## src/logic/sws_map.svh

```systemverilog
// Register offsets, field positions and reset values of the stall block.
`ifndef SWS_MAP_SVH
`define SWS_MAP_SVH

// ==========================================================================
// Register byte offsets
`define SWS_OFF_CS0_CTRL     8'h00
`define SWS_OFF_CS123_CTRL   8'h04
`define SWS_OFF_STATUS       8'h08

// ==========================================================================
// Control word fields
`define SWS_BIT_STALL_EN     2
`define SWS_BIT_STALL_SAMPLE 3
`define SWS_BIT_STALL_MODE   16
`define SWS_RD_LOW_LSB       4
`define SWS_WR_LOW_LSB       8
`define SWS_LOW_WIDTH        4

// ==========================================================================
// Reset values
`define SWS_CTRL_RESET       32'h0000_0000
`define SWS_PIN_IDLE         1'b1
`define SWS_LOW_MIN          4'h1

`endif

```

## src/logic/sws_pkg.sv

```systemverilog
// Types shared by the stall block.
`default_nettype none
package sws_pkg;

  // ========================================================================
  // Access sequencer states
  typedef enum logic [1:0] {
    SWS_IDLE   = 2'b00,
    SWS_STROBE = 2'b01,
    SWS_HOLD   = 2'b10,
    SWS_END    = 2'b11
  } sws_state_e;

endpackage : sws_pkg
`default_nettype wire

```

## src/logic/sws_wait_sync.sv

```systemverilog
// Three-stage synchroniser with agreement filter for the stall pin.
`timescale 1ns/10ps
`default_nettype none
`include "sws_map.svh"

module sws_wait_sync (
  // Clock and reset
  input  wire logic core_clk,
  input  wire logic rstSync_n,
  input  wire logic clkEn,
  // Pin and filtered level
  input  wire logic pinIn,
  output logic      level
);

  logic stage1;
  logic stage2;
  logic stage3;

  // ========================================================================
  // Sampling chain and filter
  always_ff @(posedge core_clk or negedge rstSync_n) begin
    if (!rstSync_n) begin
      stage1 <= `SWS_PIN_IDLE;
      stage2 <= `SWS_PIN_IDLE;
      stage3 <= `SWS_PIN_IDLE;
      level  <= `SWS_PIN_IDLE;
    end else if (clkEn) begin
      stage1 <= pinIn;
      stage2 <= stage1;
      stage3 <= stage2;
      if (stage2 == stage3) begin
        level <= stage3;
      end
    end
  end

endmodule : sws_wait_sync
`default_nettype wire

```

## src/logic/sws_top.sv

```systemverilog
// Static-memory access sequencer with stall-line stretching.
//
// Local design decisions: the address map and the Wishbone interface to the registers.
`timescale 1ns/10ps
`default_nettype none
`include "sws_map.svh"

module sws_top (
  // Clock, reset and enable
  input  wire logic        core_clk,
  input  wire logic        rstn,
  input  wire logic        clkEn,
  // Wishbone slave
  input  wire logic        wbCyc,
  input  wire logic        wbStb,
  input  wire logic        wbWe,
  input  wire logic [7:0]  wbAdr,
  input  wire logic [3:0]  wbSel,
  input  wire logic [31:0] wbDatI,
  output logic [31:0]      wbDatO,
  output logic             wbAck,
  // Access request
  input  wire logic        accReq,
  input  wire logic        accWrite,
  input  wire logic [1:0]  accCs,
  output logic             accBusy,
  output logic             accDone,
  // Memory pins
  input  wire logic        stallPin_n,
  output logic [3:0]       chipSelectLine_n,
  output logic             readStrobe_n,
  output logic             writeStrobe_n
);

  logic [1:0]         rstPipe;
  logic               rstSync_n;
  logic [31:0]        cs0Ctrl;
  logic [31:0]        cs123Ctrl;
  logic [31:0]        selCtrl;
  logic [3:0]         lowCnt;
  logic               curWrite;
  logic               pinLevel;
  logic               pinPrev;
  logic               stallSeen;
  logic               pinRise;
  logic               waitOn;
  logic               edgeMode;
  logic               wbReq;
  logic               wbWrite;
  sws_pkg::sws_state_e state;

  function automatic logic [31:0] mergeBytes(input logic [31:0] old,
                                             input logic [31:0] din,
                                             input logic [3:0]  sel);
    logic [31:0] res;
    res = old;
    for (int i = 0; i < 4; i++) begin
      if (sel[i]) begin
        res[i*8 +: 8] = din[i*8 +: 8];
      end
    end
    return res;
  endfunction : mergeBytes

  function automatic logic [3:0] lowCount(input logic [31:0] ctrl,
                                          input logic        wr);
    logic [3:0] raw;
    raw = wr ? ctrl[`SWS_WR_LOW_LSB +: `SWS_LOW_WIDTH]
             : ctrl[`SWS_RD_LOW_LSB +: `SWS_LOW_WIDTH];
    return (raw == 4'h0) ? `SWS_LOW_MIN : raw;
  endfunction : lowCount

  // ==========================================================================
  // Reset release
  always_ff @(posedge core_clk or negedge rstn) begin
    if (!rstn) begin
      rstPipe <= 2'b00;
    end else begin
      rstPipe <= {rstPipe[0], 1'b1};
    end
  end
  assign rstSync_n = rstPipe[1];

  // ==========================================================================
  // Stall pin conditioning
  sws_wait_sync uSync (
    .core_clk  (core_clk),
    .rstSync_n (rstSync_n),
    .clkEn     (clkEn),
    .pinIn     (stallPin_n),
    .level     (pinLevel)
  );

  always_ff @(posedge core_clk or negedge rstSync_n) begin
    if (!rstSync_n) begin
      pinPrev <= `SWS_PIN_IDLE;
    end else if (clkEn) begin
      pinPrev <= pinLevel;
    end
  end

  assign stallSeen = !pinLevel;
  assign pinRise   = pinLevel && !pinPrev;
  assign waitOn    = selCtrl[`SWS_BIT_STALL_EN]
                  && selCtrl[`SWS_BIT_STALL_SAMPLE];
  assign edgeMode  = !selCtrl[`SWS_BIT_STALL_MODE];

  // ==========================================================================
  // Wishbone slave
  assign wbReq   = wbCyc && wbStb;
  assign wbWrite = wbReq && wbWe && wbAck;

  always_ff @(posedge core_clk or negedge rstSync_n) begin
    if (!rstSync_n) begin
      wbAck  <= 1'b0;
      wbDatO <= 32'h0000_0000;
    end else if (clkEn) begin
      wbAck <= wbReq && !wbAck;
      if (wbReq && !wbAck) begin
        case (wbAdr)
          `SWS_OFF_CS0_CTRL:   wbDatO <= cs0Ctrl;
          `SWS_OFF_CS123_CTRL: wbDatO <= cs123Ctrl;
          `SWS_OFF_STATUS:     wbDatO <= {28'h0000000, state, stallSeen,
                                          accBusy};
          default:             wbDatO <= 32'h0000_0000;
        endcase
      end
    end
  end

  always_ff @(posedge core_clk or negedge rstSync_n) begin
    if (!rstSync_n) begin
      cs0Ctrl   <= `SWS_CTRL_RESET;
      cs123Ctrl <= `SWS_CTRL_RESET;
    end else if (clkEn && wbWrite) begin
      if (wbAdr == `SWS_OFF_CS0_CTRL) begin
        cs0Ctrl <= mergeBytes(cs0Ctrl, wbDatI, wbSel);
      end
      if (wbAdr == `SWS_OFF_CS123_CTRL) begin
        cs123Ctrl <= mergeBytes(cs123Ctrl, wbDatI, wbSel);
      end
    end
  end

  // ==========================================================================
  // Access sequencer
  always_ff @(posedge core_clk or negedge rstSync_n) begin
    if (!rstSync_n) begin
      state            <= sws_pkg::SWS_IDLE;
      selCtrl          <= `SWS_CTRL_RESET;
      lowCnt           <= `SWS_LOW_MIN;
      curWrite         <= 1'b0;
      accBusy          <= 1'b0;
      accDone          <= 1'b0;
      chipSelectLine_n <= 4'hf;
      readStrobe_n     <= 1'b1;
      writeStrobe_n    <= 1'b1;
    end else if (clkEn) begin
      accDone <= 1'b0;
      case (state)
        sws_pkg::SWS_IDLE: begin
          if (accReq) begin
            selCtrl  <= (accCs == 2'b00) ? cs0Ctrl : cs123Ctrl;
            lowCnt   <= lowCount((accCs == 2'b00) ? cs0Ctrl : cs123Ctrl,
                                 accWrite);
            curWrite <= accWrite;
            accBusy  <= 1'b1;
            chipSelectLine_n         <= 4'hf;
            chipSelectLine_n[accCs]  <= 1'b0;
            readStrobe_n  <= accWrite;
            writeStrobe_n <= !accWrite;
            state    <= sws_pkg::SWS_STROBE;
          end
        end
        sws_pkg::SWS_STROBE: begin
          if (waitOn && edgeMode) begin
            if (pinRise) begin
              state <= sws_pkg::SWS_END;
            end
          end else if (lowCnt != 4'h1) begin
            lowCnt <= lowCnt - 4'h1;
          end else if (waitOn && stallSeen) begin
            state <= sws_pkg::SWS_HOLD;
          end else begin
            state <= sws_pkg::SWS_END;
          end
        end
        sws_pkg::SWS_HOLD: begin
          if (!stallSeen) begin
            state <= sws_pkg::SWS_END;
          end
        end
        sws_pkg::SWS_END: begin
          chipSelectLine_n <= 4'hf;
          readStrobe_n     <= 1'b1;
          writeStrobe_n    <= 1'b1;
          accBusy          <= 1'b0;
          accDone          <= 1'b1;
          state            <= sws_pkg::SWS_IDLE;
        end
        default: begin
          state <= sws_pkg::SWS_IDLE;
        end
      endcase
    end
  end

  // ==========================================================================
  // Checks
  a_stall_enable_bit: assert property (@(posedge core_clk)
    disable iff (!rstSync_n)
    (clkEn && wbWrite && wbAdr == `SWS_OFF_CS0_CTRL && wbSel[0])
    |=> cs0Ctrl[`SWS_BIT_STALL_EN] == $past(wbDatI[`SWS_BIT_STALL_EN]))
    else $error("Stall enable bit not written.");

  a_sample_bit_hold: assert property (@(posedge core_clk)
    disable iff (!rstSync_n)
    (state == sws_pkg::SWS_HOLD) |-> selCtrl[`SWS_BIT_STALL_SAMPLE]
    && selCtrl[`SWS_BIT_STALL_EN])
    else $error("Hold entered without sample bit.");

  a_mode_bit_hold: assert property (@(posedge core_clk)
    disable iff (!rstSync_n)
    (state == sws_pkg::SWS_HOLD) |-> selCtrl[`SWS_BIT_STALL_MODE])
    else $error("Hold entered in edge mode.");

  a_cs_word_select: assert property (@(posedge core_clk)
    disable iff (!rstSync_n)
    (clkEn && state == sws_pkg::SWS_IDLE && accReq && accCs != 2'b00)
    |=> selCtrl == $past(cs123Ctrl) && chipSelectLine_n[$past(accCs)] == 1'b0)
    else $error("Wrong control word for select.");

  a_edge_ends_access: assert property (@(posedge core_clk)
    disable iff (!rstSync_n)
    (clkEn && state == sws_pkg::SWS_STROBE && waitOn && edgeMode && pinRise)
    |=> state == sws_pkg::SWS_END ##1 accDone)
    else $error("Edge did not end access.");

  a_count_before_look: assert property (@(posedge core_clk)
    disable iff (!rstSync_n)
    (clkEn && state == sws_pkg::SWS_STROBE && !(waitOn && edgeMode)
     && lowCnt != 4'h1)
    |=> state == sws_pkg::SWS_STROBE && lowCnt == $past(lowCnt) - 4'h1)
    else $error("Strobe count cut short.");

  a_hold_while_stall: assert property (@(posedge core_clk)
    disable iff (!rstSync_n)
    (clkEn && state == sws_pkg::SWS_HOLD && stallSeen)
    |=> state == sws_pkg::SWS_HOLD && (!readStrobe_n || !writeStrobe_n))
    else $error("Access released during stall.");

  a_no_stall_ends: assert property (@(posedge core_clk)
    disable iff (!rstSync_n)
    (clkEn && state == sws_pkg::SWS_STROBE && !edgeMode && lowCnt == 4'h1
     && !stallSeen)
    |=> state == sws_pkg::SWS_END)
    else $error("Access not ended at expiry.");

  a_fixed_timing: assert property (@(posedge core_clk)
    disable iff (!rstSync_n)
    (clkEn && state == sws_pkg::SWS_STROBE && !waitOn && lowCnt == 4'h1)
    |=> state == sws_pkg::SWS_END)
    else $error("Disabled stall stretched access.");

endmodule : sws_top
`default_nettype wire

```

## config.mk

```make
export PLATFORM = sky130hd
export DESIGN_NAME = sws_top
export DESIGN_NICKNAME = d
export VERILOG_FILES = /design/src/logic/sws_pkg.sv /design/src/logic/sws_wait_sync.sv /design/src/logic/sws_top.sv
export VERILOG_INCLUDE_DIRS = /design/src /design/src/logic
export SDC_FILE = /design/constraint.sdc
export NUM_CORES = 1
export LEC_CHECK = 0
export ABC_AREA = 1
export BUFFER_PORTS_ARGS = -buffer_cell sky130_fd_sc_hd__buf_2
export CAP_MARGIN = 20
export CORE_MARGIN = 1.5
export CORE_UTILIZATION = 60
export DETAILED_ROUTE_END_ITERATION = 6
export PLACE_DENSITY_LB_ADDON = 0.25
export REMOVE_ABC_BUFFERS = 1
export SLEW_MARGIN = 20
export SYNTH_ARGS = -nofsm -noshare
export SYNTH_HDL_FRONTEND = slang
export SYNTH_SLANG_ARGS = --single-unit
export TNS_END_PERCENT = 10
```

## constraint.sdc

```tcl
create_clock -name core_clk -period 8.8 [get_ports core_clk]
set_clock_uncertainty 0.2 [all_clocks]
set_input_delay 0.88 -clock core_clk [delete_from_list [all_inputs] [get_ports core_clk]]
set_output_delay 0.88 -clock core_clk [all_outputs]
set_load 0.05 [all_outputs]
```

Word-level counts from Yosys, hierarchy flattened. Cells that the tools add are included.

Add/subtract/negate cells: 1. Order comparisons: 2. Equality and inequality tests: 13. Mux-type cells: 26. Bitwise logic cells: 1. Reductions and logical operators: 35.

Operator list (number): $pmux W32 S3 (1); $reduce_and A3 Y1 (10); $mux W4 (6); $mux W17 (1); $pmux W4 S2 (2); $logic_and A1 B1 Y1 (10); $mux W2 (5); $reduce_and A5 Y1 (2); $eq A8 B3 Y1 const B (1); $eq A8 B4 Y1 const B (1); $logic_not A8 Y1 (1); $pmux W2 S4 (1); $mux W1 (6); $ne A2 B2 Y1 const B (3); $ne A3 B3 Y1 const B (2); $pmux W1 S2 (3); $logic_not A1 Y1 (5); $eq A2 B2 Y1 const B (2); $logic_not A2 Y1 (2); $logic_not A4 Y1 (1); $ne A4 B1 Y1 const B (1); $not A4 Y4 (1); $reduce_and A2 Y1 (2); $reduce_bool A2 Y1 (2); other kinds (7) (7).

Register bits: 135. Input port bits: 55.

Logic depth before layout (Yosys ltp). Gate-level depths: netlist (run 1).

Word-level depth: 7. Depth in mapped cells: 10. Mapped depth without buffers: 10.

Hierarchy. From an unflattened synthesis (run 1), not the netlist that was laid out.

Cells, all modules: 690. Area total of the unflattened synthesis: 5960.7 um^2.

By module, submodules not included: sws_top (instances 1, cells an instance 670, area an instance 5791.8 um^2, sequential area each 2937.8 um^2); sws_wait_sync (instances 1, cells an instance 20, area an instance 168.9 um^2, sequential area each 105.1 um^2).

Least setup slack after synthesis (run 1). OpenSTA, ideal clock, no wires.

Path kind: input-to-reg. Start: in wbAdr[1]. End: reg cs123Ctrl[5]. Data arrival time: 1.791 ns. Slack: 6.691 ns. Cell stages on the path: 9. Path buffers: 1. Cells stage by stage: nor2_2 -> inv_2 -> nor3_4 -> nand2_4 -> clkinv_8 -> nand2_4 -> buf_6 -> nand2_2 -> o21ai_2.

Longest elaborated chain between the ends: 2.

RTL lines: from (decl) (RTL line sws_top.sv:17) `input wire logic [7:0] wbAdr,`; $eq A8 B3 Y1; $reduce_and A3 Y1 (no source line); to (signal assigned) (RTL line sws_top.sv:134) `` cs123Ctrl <= `SWS_CTRL_RESET; ``; to (signal assigned) (RTL line sws_top.sv:140) `cs123Ctrl <= mergeBytes(cs123Ctrl, wbDatI, wbSel);`; to (decl) (RTL line sws_top.sv:38) `logic [31:0] cs123Ctrl;`.

Every way passes these cells. A chain may end at the register's enable or synchronous reset.

Final worst setup path (run 1).
Start: in clkEn. End: reg wbDatO[30].

Longest elaborated chain between the ends: 1.

RTL lines: from (decl) (RTL line sws_top.sv:12) `input wire logic clkEn,`; $reduce_and A2 Y1 (no source line); to (signal assigned) (RTL line sws_top.sv:121) `` `SWS_OFF_CS0_CTRL: wbDatO <= cs0Ctrl; ``; to (signal assigned) (RTL line sws_top.sv:122) `` `SWS_OFF_CS123_CTRL: wbDatO <= cs123Ctrl; ``; to (signal assigned) (RTL line sws_top.sv:123) `` `SWS_OFF_STATUS: wbDatO <= {28'h0000000, state, stallSeen, ``; to (decl) (RTL line sws_top.sv:20) `output logic [31:0] wbDatO,`.

Every way passes these cells.

==> flow_summary.ini, run 1 <==
[placement]
gp_routability_congestion = 0.8141
dpl.hpwl_mm = 8.425
portBuffers = 95

[critical_path]
worst-endpoint-required_ns = 9.02
timing.critical_path.to_type = flop
setup.reg_to_reg.worst_slack_ns = 6.40
critical_path.most_common_cell = sky130_fd_sc_hd__nand2_1
critical_path.slowest_cell = sky130_fd_sc_hd__clkinv_1
crit_arrival_ns = 2.73
path_cells = buf_2, inv_6, nor3_4, buf_4, clkinv_1, buf_16, nand2_1, nand2_1
timing.critical_path.slowest_cell_delay_ns = 0.54
critical_path.max_fanout = 33
timing.setup.critical_path_class = in -> reg
timing.critical_path.from_type = input port

[synthesis]
post_synth_instance_area_sq_um = 5996
post_synth_edffs = 0
synth_sequential_area_ratio_pct = 50.75
synth.ff_latch_count = 121
post_synth.cell_area_avg_sq_um = 8.702
yosys_warnings = 0
synthFlopType = sky130_fd_sc_hd__dfrtp_1
post_synth_arst_share_pct = 100.0
netlist_instances = 689
synth.lib_cells_used.distinct = 34

[global_route]
grt_start_max_net_pins = 85
grtUsageTotal_pct = 27.05
first_global_vias = 4738
grt_antenna_before_repair = 0
overflow = 0
grt_first_pass_wirelength_mm = 21.60

[run_status]
run_status = finished, final reports clean

[flow_run]
drv_cap = 0

[route]
vias = 4802
remaining_drc_errors = 0
first_iteration_detailed_routing_drc_count = 221
totalWireLength_mm = 13.02
drt-vias-per-instance = 5.152
drtPass1Iterations = 4
detail-route-antenna-nets = 0
wire_per_inst_microns = 13.97

[timing]
worst_hold_margin_ns = 0.08509
timing.final.max_slew_violations = 0
timing.final.hold_violations = 0
max_slew_margin_pct = 35.83
finalSetupTns_ns = 0
post-route-min-period_ns = 2.516
setup_viol = 0
timing_worst_slew_pin_value_ns = 0.9590
layout_worst_path_cycle_share_pct = 28.59
rsz0062_at_grt = no
max_clock_freq_mhz = 397.4

[pwr]
maximum_resistive_drop_on_vdd_uv = 153.4
leakage_power_uw = 0.003978
pwr_density_cell_nw_per_um2 = 220.1
design_power_total_uw = 1560

[clock_tree]
cts_post_setup_buffers_inserted = 0
clkLatencyLatePin_ns = 0.53
clock_tree.buffer_depth = 2
cts.reportedPaths.clkPinSlew_ns = 0.06
clock_sinks = 121
cts_tree = done
cts.root.buffer_cell = sky130_fd_sc_hd__clkbuf_8
cts_htree_levels = 4
numCtsBuffers = 17
post_cts.resized_instances = 0

[final_layout]
layout.filler_cells = 724
finish.net_count = 847
n_antenna_cell = 0
storage_cell_area_sq_um = 3047
layout_cells_sized_above_1_pct = 31.29
area.growth.synth_to_final_pct = 18.26
multi_input_comb_area_sq_um = 2459

[hold_path]
timing.hold.worst.class = reg -> async

[floorplanning]
num_io_pins = 96
row_count = 36
floorplan.die.width_microns = 103.0
core_area_sq_um = 9729
die_outline_area_sq_um = 10600
die_y_extent_microns = 103.0
initial_utilization_pct = 61.63
[final timing paths]
kind	from	endpoint	cells after the start
worst min register to register	rstPipe[1]	cs123Ctrl[25]	0
worst max register to register	wbAck	wbDatO[30]	6
max in group asynchronous	rstPipe[1]	accBusy	1
min in group core_clk	rstPipe[0]	rstPipe[1]	0
worst min-delay path	rstPipe[1]	cs123Ctrl[25]	0
worst max-delay path	clkEn	wbDatO[30]	8
[timing repair]
action,CTS,global route
hold buffers,1,0
hold endpoints to repair,2,0
endpoints found under the setup margin,0,0
[metrics by stage]
step	cell area, sq um	setup slack [ns]	util [%]	instances
final	7091	6.284	72.88	932
after floorplan	5823	5.000	-	668
after detailed placement	6484	5.889	66.64	898
after CTS	7059	6.387	72.56	931
after global placement	6484	6.005	66.64	898
after global routing	7091	6.169	72.88	932
[registers in the layout, indices dropped and copies added, names as in the netlist, 2 cells and up]
| signal | flops |
|---|---|
| rstPipe | 2 |
| wbDatO | 32 |
| cs123Ctrl | 32 |
| lowCnt | 4 |
| chipSelectLine_n | 4 |
| state | 2 |
| selCtrl | 3 |
| cs0Ctrl | 32 |
[Yosys cell counts, types with 2 or more instances]
| master | n | area share [%] |
|---|---|---|
| sky130_fd_sc_hd__a32oi_1 | 3 | 0.44 |
| sky130_fd_sc_hd__nor3_4 | 2 | 0.54 |
| sky130_fd_sc_hd__buf_6 | 11 | 2.1 |
| sky130_fd_sc_hd__nand3_1 | 29 | 2.4 |
| sky130_fd_sc_hd__xor2_1 | 2 | 0.29 |
| sky130_fd_sc_hd__nand3_2 | 2 | 0.33 |
| sky130_fd_sc_hd__o21ai_2 | 64 | 9.3 |
| sky130_fd_sc_hd__ha_1 | 6 | 1.3 |
| sky130_fd_sc_hd__dfstp_2 | 12 | 5.3 |
| sky130_fd_sc_hd__o211ai_1 | 2 | 0.25 |
| sky130_fd_sc_hd__nor2_4 | 5 | 0.94 |
| sky130_fd_sc_hd__o21ai_0 | 20 | 1.7 |
| sky130_fd_sc_hd__dfrtp_1 | 109 | 45 |
| sky130_fd_sc_hd__inv_1 | 76 | 4.8 |
| sky130_fd_sc_hd__nand2_2 | 16 | 1.7 |
| sky130_fd_sc_hd__a22oi_1 | 3 | 0.38 |
| sky130_fd_sc_hd__a21oi_1 | 5 | 0.42 |
| sky130_fd_sc_hd__clkbuf_1 | 3 | 0.19 |
| sky130_fd_sc_hd__nand2_4 | 9 | 1.7 |
| sky130_fd_sc_hd__inv_2 | 3 | 0.19 |
| sky130_fd_sc_hd__buf_2 | 6 | 0.50 |
| sky130_fd_sc_hd__nand2_1 | 276 | 17 |
| sky130_fd_sc_hd__nor2_1 | 14 | 0.88 |
[report_power, final]
part	leakage [uW]	internal [uW]	switching [uW]	total [uW]
Clock	0.000262	387	272	660
Sequential	0.00163	605	32.9	638
Combinational	0.00209	76.9	186	262
Total	0.00398	1070	491	1560
[cell type report]
class / instances / area share, %
sequential: 121 / 42.97
multi-input combinational: 466 / 34.67
timing repair buffer: 99 / 7.500
clock buffer: 18 / 6.035
inverter: 81 / 4.535
tap: 133 / 2.347
clock inverter: 14 / 1.941
[cell usage in the layout, fill, tap and decap left out, types with 9 or more instances in the layout]
cell type,synthesis,final
sky130_fd_sc_hd__dfstp_2,12,12
sky130_fd_sc_hd__dfrtp_1,109,108
sky130_fd_sc_hd__o21ai_2,64,64
sky130_fd_sc_hd__nand3_1,29,29
sky130_fd_sc_hd__clkbuf_16,0,16
sky130_fd_sc_hd__nand2_2,16,16
sky130_fd_sc_hd__inv_1,76,75
sky130_fd_sc_hd__o21ai_0,20,20
sky130_fd_sc_hd__buf_2,6,95
sky130_fd_sc_hd__nand2_4,9,9
sky130_fd_sc_hd__nor2_1,14,14
sky130_fd_sc_hd__nand2_1,276,276
[logic make-up after synthesis]
group | Yosys count | synth area share, %
DFF | 121 | 50.75
AOI/OAI and AO/OA | 99 | 12.73
other | 1 | 0.06254
xor gates and xnor gates | 2 | 0.2922
and+or+nand+nor | 358 | 26.67
adders and majority gates | 6 | 1.252
buffers and inverters | 102 | 8.243
[worst max-delay path: cells and delay by family]
family | cells | cell delay (ns)
AND/OR/NAND/NOR | 3 | 0.31
buffers and inverters | 5 | 1.53
[routing by layer]
| layer | track usage (%) | up-vias | wire, microns | share of wire [%] |
|---|---|---|---|---|
| met2 | 45.29 | 125 | 6648 | 51 |
| met5 | 0 | - | 0 | 0 |
| met3 | 7.661 | 18 | 606 | 4.7 |
| li1 | - | 2339 | - | - |
| met1 | 33.39 | 2320 | 5551 | 43 |
| met4 | 10.40 | 0 | 210 | 1.6 |
Note: power is estimated with default switching activity, not from simulation.
==> run 2: changes to the inputs <==
Settings changed: CORE_UTILIZATION 60 to 51.
Clock period 8.8 ns to 2.3 ns, I/O delays scaled along.
==> flow_summary.ini, run 2 (synthesis results as in run 1) <==
[run_status]
run_status = finished, final reports clean

[placement]
gp_routability_congestion = 0.8189
placed_cells_incl_taps = 914
dpl.hpwl_mm = 8.812
pre_cts_slack_ns = 0.3953
portBuffers = 95

[critical_path]
crit_arrival_ns = 2.23
critical_path.most_common_cell = sky130_fd_sc_hd__dlygate4sd3_1
timing.critical_path.slowest_cell_delay_ns = 0.57
path_cells = dlygate4sd3_1, buf_2, nand2_1, dlygate4sd3_1, o21ai_0, dlygate4sd3_1
critical_path.max_fanout = 8
worst_path_dominant_cell_family = buffers and inverters
critical_path.slowest_cell = sky130_fd_sc_hd__dlygate4sd3_1
critical_path_buf_inv_count = 4
timing.setup.critical_path_class = in -> reg
timing.critical_path.to_type = flop
worst-endpoint-required_ns = 2.46
timing.critical_path.from_type = input port

[pwr]
total_net_switching_power_uw = 1735
maximum_resistive_drop_on_vdd_uv = 617.8
combPwrFrac_pct = 17.2
clkPwrFrac_pct = 42.6
power_frac_seq_pct = 40.2
netSwitchingFraction_pct = 28.61
intPower_uw = 4329
design_power_total_uw = 6063
pwr_density_cell_nw_per_um2 = 803.0
leakage_power_uw = 0.004179

[timing]
timing_worst_slew_pin_value_ns = 0.5842
rsz0062_at_grt = no
worst_hold_margin_ns = 0.01932
max_clock_freq_mhz = 483.4
setup_viol = 0
timing.final.hold_violations = 0
timing.final.max_slew_violations = 0
post-route-min-period_ns = 2.069
layout_worst_path_cycle_share_pct = 89.95
setup_slack_ns = 0.2313
max_slew_margin_pct = 60.79

[global_route]
grtUsageTotal_pct = 22.78
grt_antenna_before_repair = 0
overflow = 0
grt_start_max_net_pins = 52
grt_first_pass_wirelength_mm = 22.63
first_global_vias = 4979

[floorplanning]
core_area_sq_um = 11420
row_count = 39
die_y_extent_microns = 111.4
num_io_pins = 96
die_outline_area_sq_um = 12420
floorplan.die.width_microns = 111.4
initial_utilization_pct = 52.51

[route]
wire_per_inst_microns = 13.31
vias = 4883
detail-route-antenna-nets = 0
totalWireLength_mm = 13.13
drtPass1Iterations = 4
drt-vias-per-instance = 4.952
remaining_drc_errors = 0
first_iteration_detailed_routing_drc_count = 313

[clock_tree]
cts.reportedPaths.clkPinSlew_ns = 0.05
numCtsBuffers = 17
cts_htree_levels = 4
cts.root.buffer_cell = sky130_fd_sc_hd__clkbuf_16
cts_post_setup_buffers_inserted = 0
clock_tree.buffer_depth = 2
clock_sinks = 121
clkLatencyLatePin_ns = 0.42
cts_tree = done

[flow_run]
drv_cap = 0

[final_layout]
finish.net_count = 892
n_antenna_cell = 0
area.growth.synth_to_final_pct = 25.94
layout_cells_sized_above_1_pct = 29.66
most_used_cells_in_the_layout_excluding_fill_and_tap_cells = sky130_fd_sc_hd__nand2_1 (276), sky130_fd_sc_hd__dfrtp_1 (108), sky130_fd_sc_hd__buf_2 (95)
top_regs = cs0Ctrl: 32 flops, cs123Ctrl: 32 flops, wbDatO: 32 flops
final_common_cell = sky130_fd_sc_hd__nand2_1
final_cell_count_no_fill = 986

[hold_path]
timing.hold.worst.class = in -> reg
-- run 2: what timing repair did --
| item | CTS | global route |
|---|---|---|
| hold buffers | 41 | 0 |
| gates resized for setup | 0 | 0 |
| hold endpoints to repair | 76 | 0 |
-- run 2: path summary, 6_finish.rpt --
kind                            cells after the start  slack [ns]       start      endpoint
max in group asynchronous                           1        1.14  rstPipe[1]   cs0Ctrl[12]
min in group asynchronous                           0        0.11  rstPipe[1]         wbAck
worst min register to register                      0        0.11  rstPipe[1]         wbAck
worst min-delay path                                3        0.02      accReq   selCtrl[16]
worst max-delay path                                6        0.23       clkEn  uSync.stage1
worst max register to register                      7        0.39    state[0]     lowCnt[2]
-- run 2: through the flow --
step	setup TNS, ns	util [%]	cell area [sq um]
6_report	0	66.13	7551
5_1_grt	0	66.13	7551
4_1_cts	0	66.13	7551
3_5_place_dp	0	57.51	6566
3_3_place_gp	0	57.51	6566
2_1_floorplan	-172.49	-	5823
-- run 2: worst reg2reg max path: cells and delay by family (launching register included) --
kind            cells  cell delay [ns]
buf+inv             1             0.11
compound gates      4             0.68
flops               1             0.45
simple gates        1             0.11
fa+ha+maj           1             0.27
-- run 2: final cells by class --
class	count	area [sq um]
clock buffers	24	481.7
clock inverters	7	92.59
fillers	956	3867
inverters	81	321.6
multi-input cells	466	2459
flip-flops and latches	121	3047
well taps	143	178.9
repair buffers	144	970.9
-- run 2: power by group through the flow --
stage	combinational, uW	clock [uW]	sequential [uW]
finish	1040	2580	2430
global route	1160	2720	2460
CTS	1050	2630	2440
detailed placement	993	0	2470
global placement	957	0	2460
floorplan	505	0	2670
-- run 2: metal layers --
| layer | routed length (microns) | GRT usage (%) | vias to the layer above |
|---|---|---|---|
| met5 | 0 | 0 | - |
| met4 | 184 | 8.692 | 0 |
| met3 | 587 | 6.641 | 21 |
| met2 | 6515 | 38.28 | 106 |
| met1 | 5838 | 27.91 | 2310 |
| li1 | - | - | 2446 |
==> run 3: changes to the inputs <==
Settings changed: PLACE_DENSITY set to 0.76, PLACE_DENSITY_LB_ADDON 0.25 to unset.
Clock period 2.3 ns to 1.8 ns, I/O delays scaled along.
==> flow_summary.ini, run 3 (synthesis results as in run 1) <==
[run_status]
run_status = finished, final reports clean

[floorplanning]
row_count = 39
core_area_sq_um = 11420
floorplan.die.width_microns = 111.4
die_y_extent_microns = 111.4
num_io_pins = 96
initial_utilization_pct = 52.51
die_outline_area_sq_um = 12420

[placement]
place_area_sq_um = 6654
dpl.hpwl_mm = 9.496
gp_routability_congestion = 0.8612
portBuffers = 95
pre_cts_slack_ns = -0.002345
placed_cells_incl_taps = 924

[critical_path]
timing.critical_path.to_type = flop
crit_arrival_ns = 1.79
timing.critical_path.from_type = flop
reg2regPathDepth = 8
crit-reg2reg-launch = state[0]
timing.setup.critical_path_class = reg -> reg
critical_path.max_fanout = 6
worstSetupStartpoint = state[0]
worst-endpoint-required_ns = 1.88

[final_layout]
layout.filler_cells = 892
n_antenna_cell = 0
most_used_cells_in_the_layout_excluding_fill_and_tap_cells = sky130_fd_sc_hd__nand2_1 (273), sky130_fd_sc_hd__dfrtp_1 (108), sky130_fd_sc_hd__buf_2 (95)
layout.cell_area.non_filler_sq_um = 7742
finish.net_count = 902
top_regs = cs0Ctrl: 32 flops, cs123Ctrl: 32 flops, wbDatO: 32 flops
final_common_cell = sky130_fd_sc_hd__nand2_1
layout_cells_sized_above_1_pct = 32.08
area.growth.synth_to_final_pct = 29.13
final_cell_count_no_fill = 997

[flow_run]
drv_cap = 0

[timing]
setup_viol = 0
finalSetupTns_ns = 0
timing.final.max_slew_violations = 0
max_clock_freq_mhz = 583.7
timing.final.hold_violations = 0
rsz0062_at_grt = yes
layout_worst_path_cycle_share_pct = 95.18
post-route-min-period_ns = 1.713
setup_slack_ns = 0.08667

[route]
detail-route-antenna-nets = 0
totalWireLength_mm = 13.90
first_iteration_detailed_routing_drc_count = 193
vias = 5009
drtPass1Iterations = 5
remaining_drc_errors = 0
wire_per_inst_microns = 13.94
drt-vias-per-instance = 5.024

[global_route]
grt_antenna_before_repair = 0
grt_first_pass_wirelength_mm = 23.57
grt_start_max_net_pins = 40
grtUsageTotal_pct = 23.47
overflow = 0
first_global_vias = 5130

[clock_tree]
clock_sinks = 121
cts_post_setup_buffers_inserted = 0
cts_tree = done
clock_tree.buffer_depth = 2
cts_htree_levels = 4
clkLatencyLatePin_ns = 0.40
cts.root.buffer_cell = sky130_fd_sc_hd__clkbuf_16
numCtsBuffers = 17
cts.reportedPaths.clkPinSlew_ns = 0.06

[pwr]
maximum_resistive_drop_on_vdd_uv = 822.6
design_power_total_uw = 8260
pwr_density_cell_nw_per_um2 = 1067
leakage_power_uw = 0.004264

[hold_path]
timing.hold.worst.class = reg -> async
-- run 3: report_power, final --
group          switching [uW]  total [uW]  internal [uW]
clock                    1280        3650           2360
combinational            1010        1520            516
sequential                131        3090           2960
total                    2420        8260           5840
-- run 3: cell type report --
class / count / area, sq um / area share [%]
flip-flops and latches: 121 / 3047 / 39.35
multi-input cells: 466 / 2501 / 32.30
repair buffers: 154 / 1059 / 13.67
clock buffers: 18 / 439.2 / 5.672
inverters: 81 / 321.6 / 4.153
clock inverters: 14 / 196.4 / 2.537
well taps: 143 / 178.9 / 2.311
-- run 3: timing repair --
item | 4_1_cts | 5_1_grt
gates resized for setup | 1 | 11
endpoints found under the hold margin | 79 | 0
setup endpoints to repair | 1 | 14
hold buffers | 41 | 0
pin swaps | 0 | 0
-- run 3: final timing paths --
path                                to  slack (ns)
max reg2reg                   state[0]        0.09
min reg2reg                cs0Ctrl[17]        0.04
min                        cs0Ctrl[17]        0.04
max in group asynchronous      pinPrev        0.76
max                           state[0]        0.09
min in group core_clk        wbDatO[0]        0.04
-- run 3: layer usage --
layer | track usage [%] | vias to the layer above | part of all wire [%]
li1 | - | 2458 | -
met1 | 29.22 | 2374 | 42
met2 | 40.25 | 152 | 51
met3 | 5.335 | 25 | 5.4
met4 | 8.523 | 0 | 1.5
met5 | 0 | - | 0
-- run 3: worst max-delay path, stage by stage, from the launching register on --
cell	delay [ns]
sky130_fd_sc_hd__dfrtp_1	0.40
sky130_fd_sc_hd__buf_4	0.17
sky130_fd_sc_hd__ha_2	0.22
sky130_fd_sc_hd__nand4_1	0.13
sky130_fd_sc_hd__a21oi_1	0.06
sky130_fd_sc_hd__nor2_1	0.17
sky130_fd_sc_hd__nand2_1	0.11
sky130_fd_sc_hd__nand2_1	0.06
sky130_fd_sc_hd__o21ai_1	0.06
-- run 3: stage by stage --
stage	hold WS, ns	util, %
after floorplan	-0.3156	-
after global placement	-0.2332	58.27
after detailed placement	-0.2329	58.27
after CTS	0.02827	67.43
after global routing	0.06362	67.81
final	0.03766	67.81
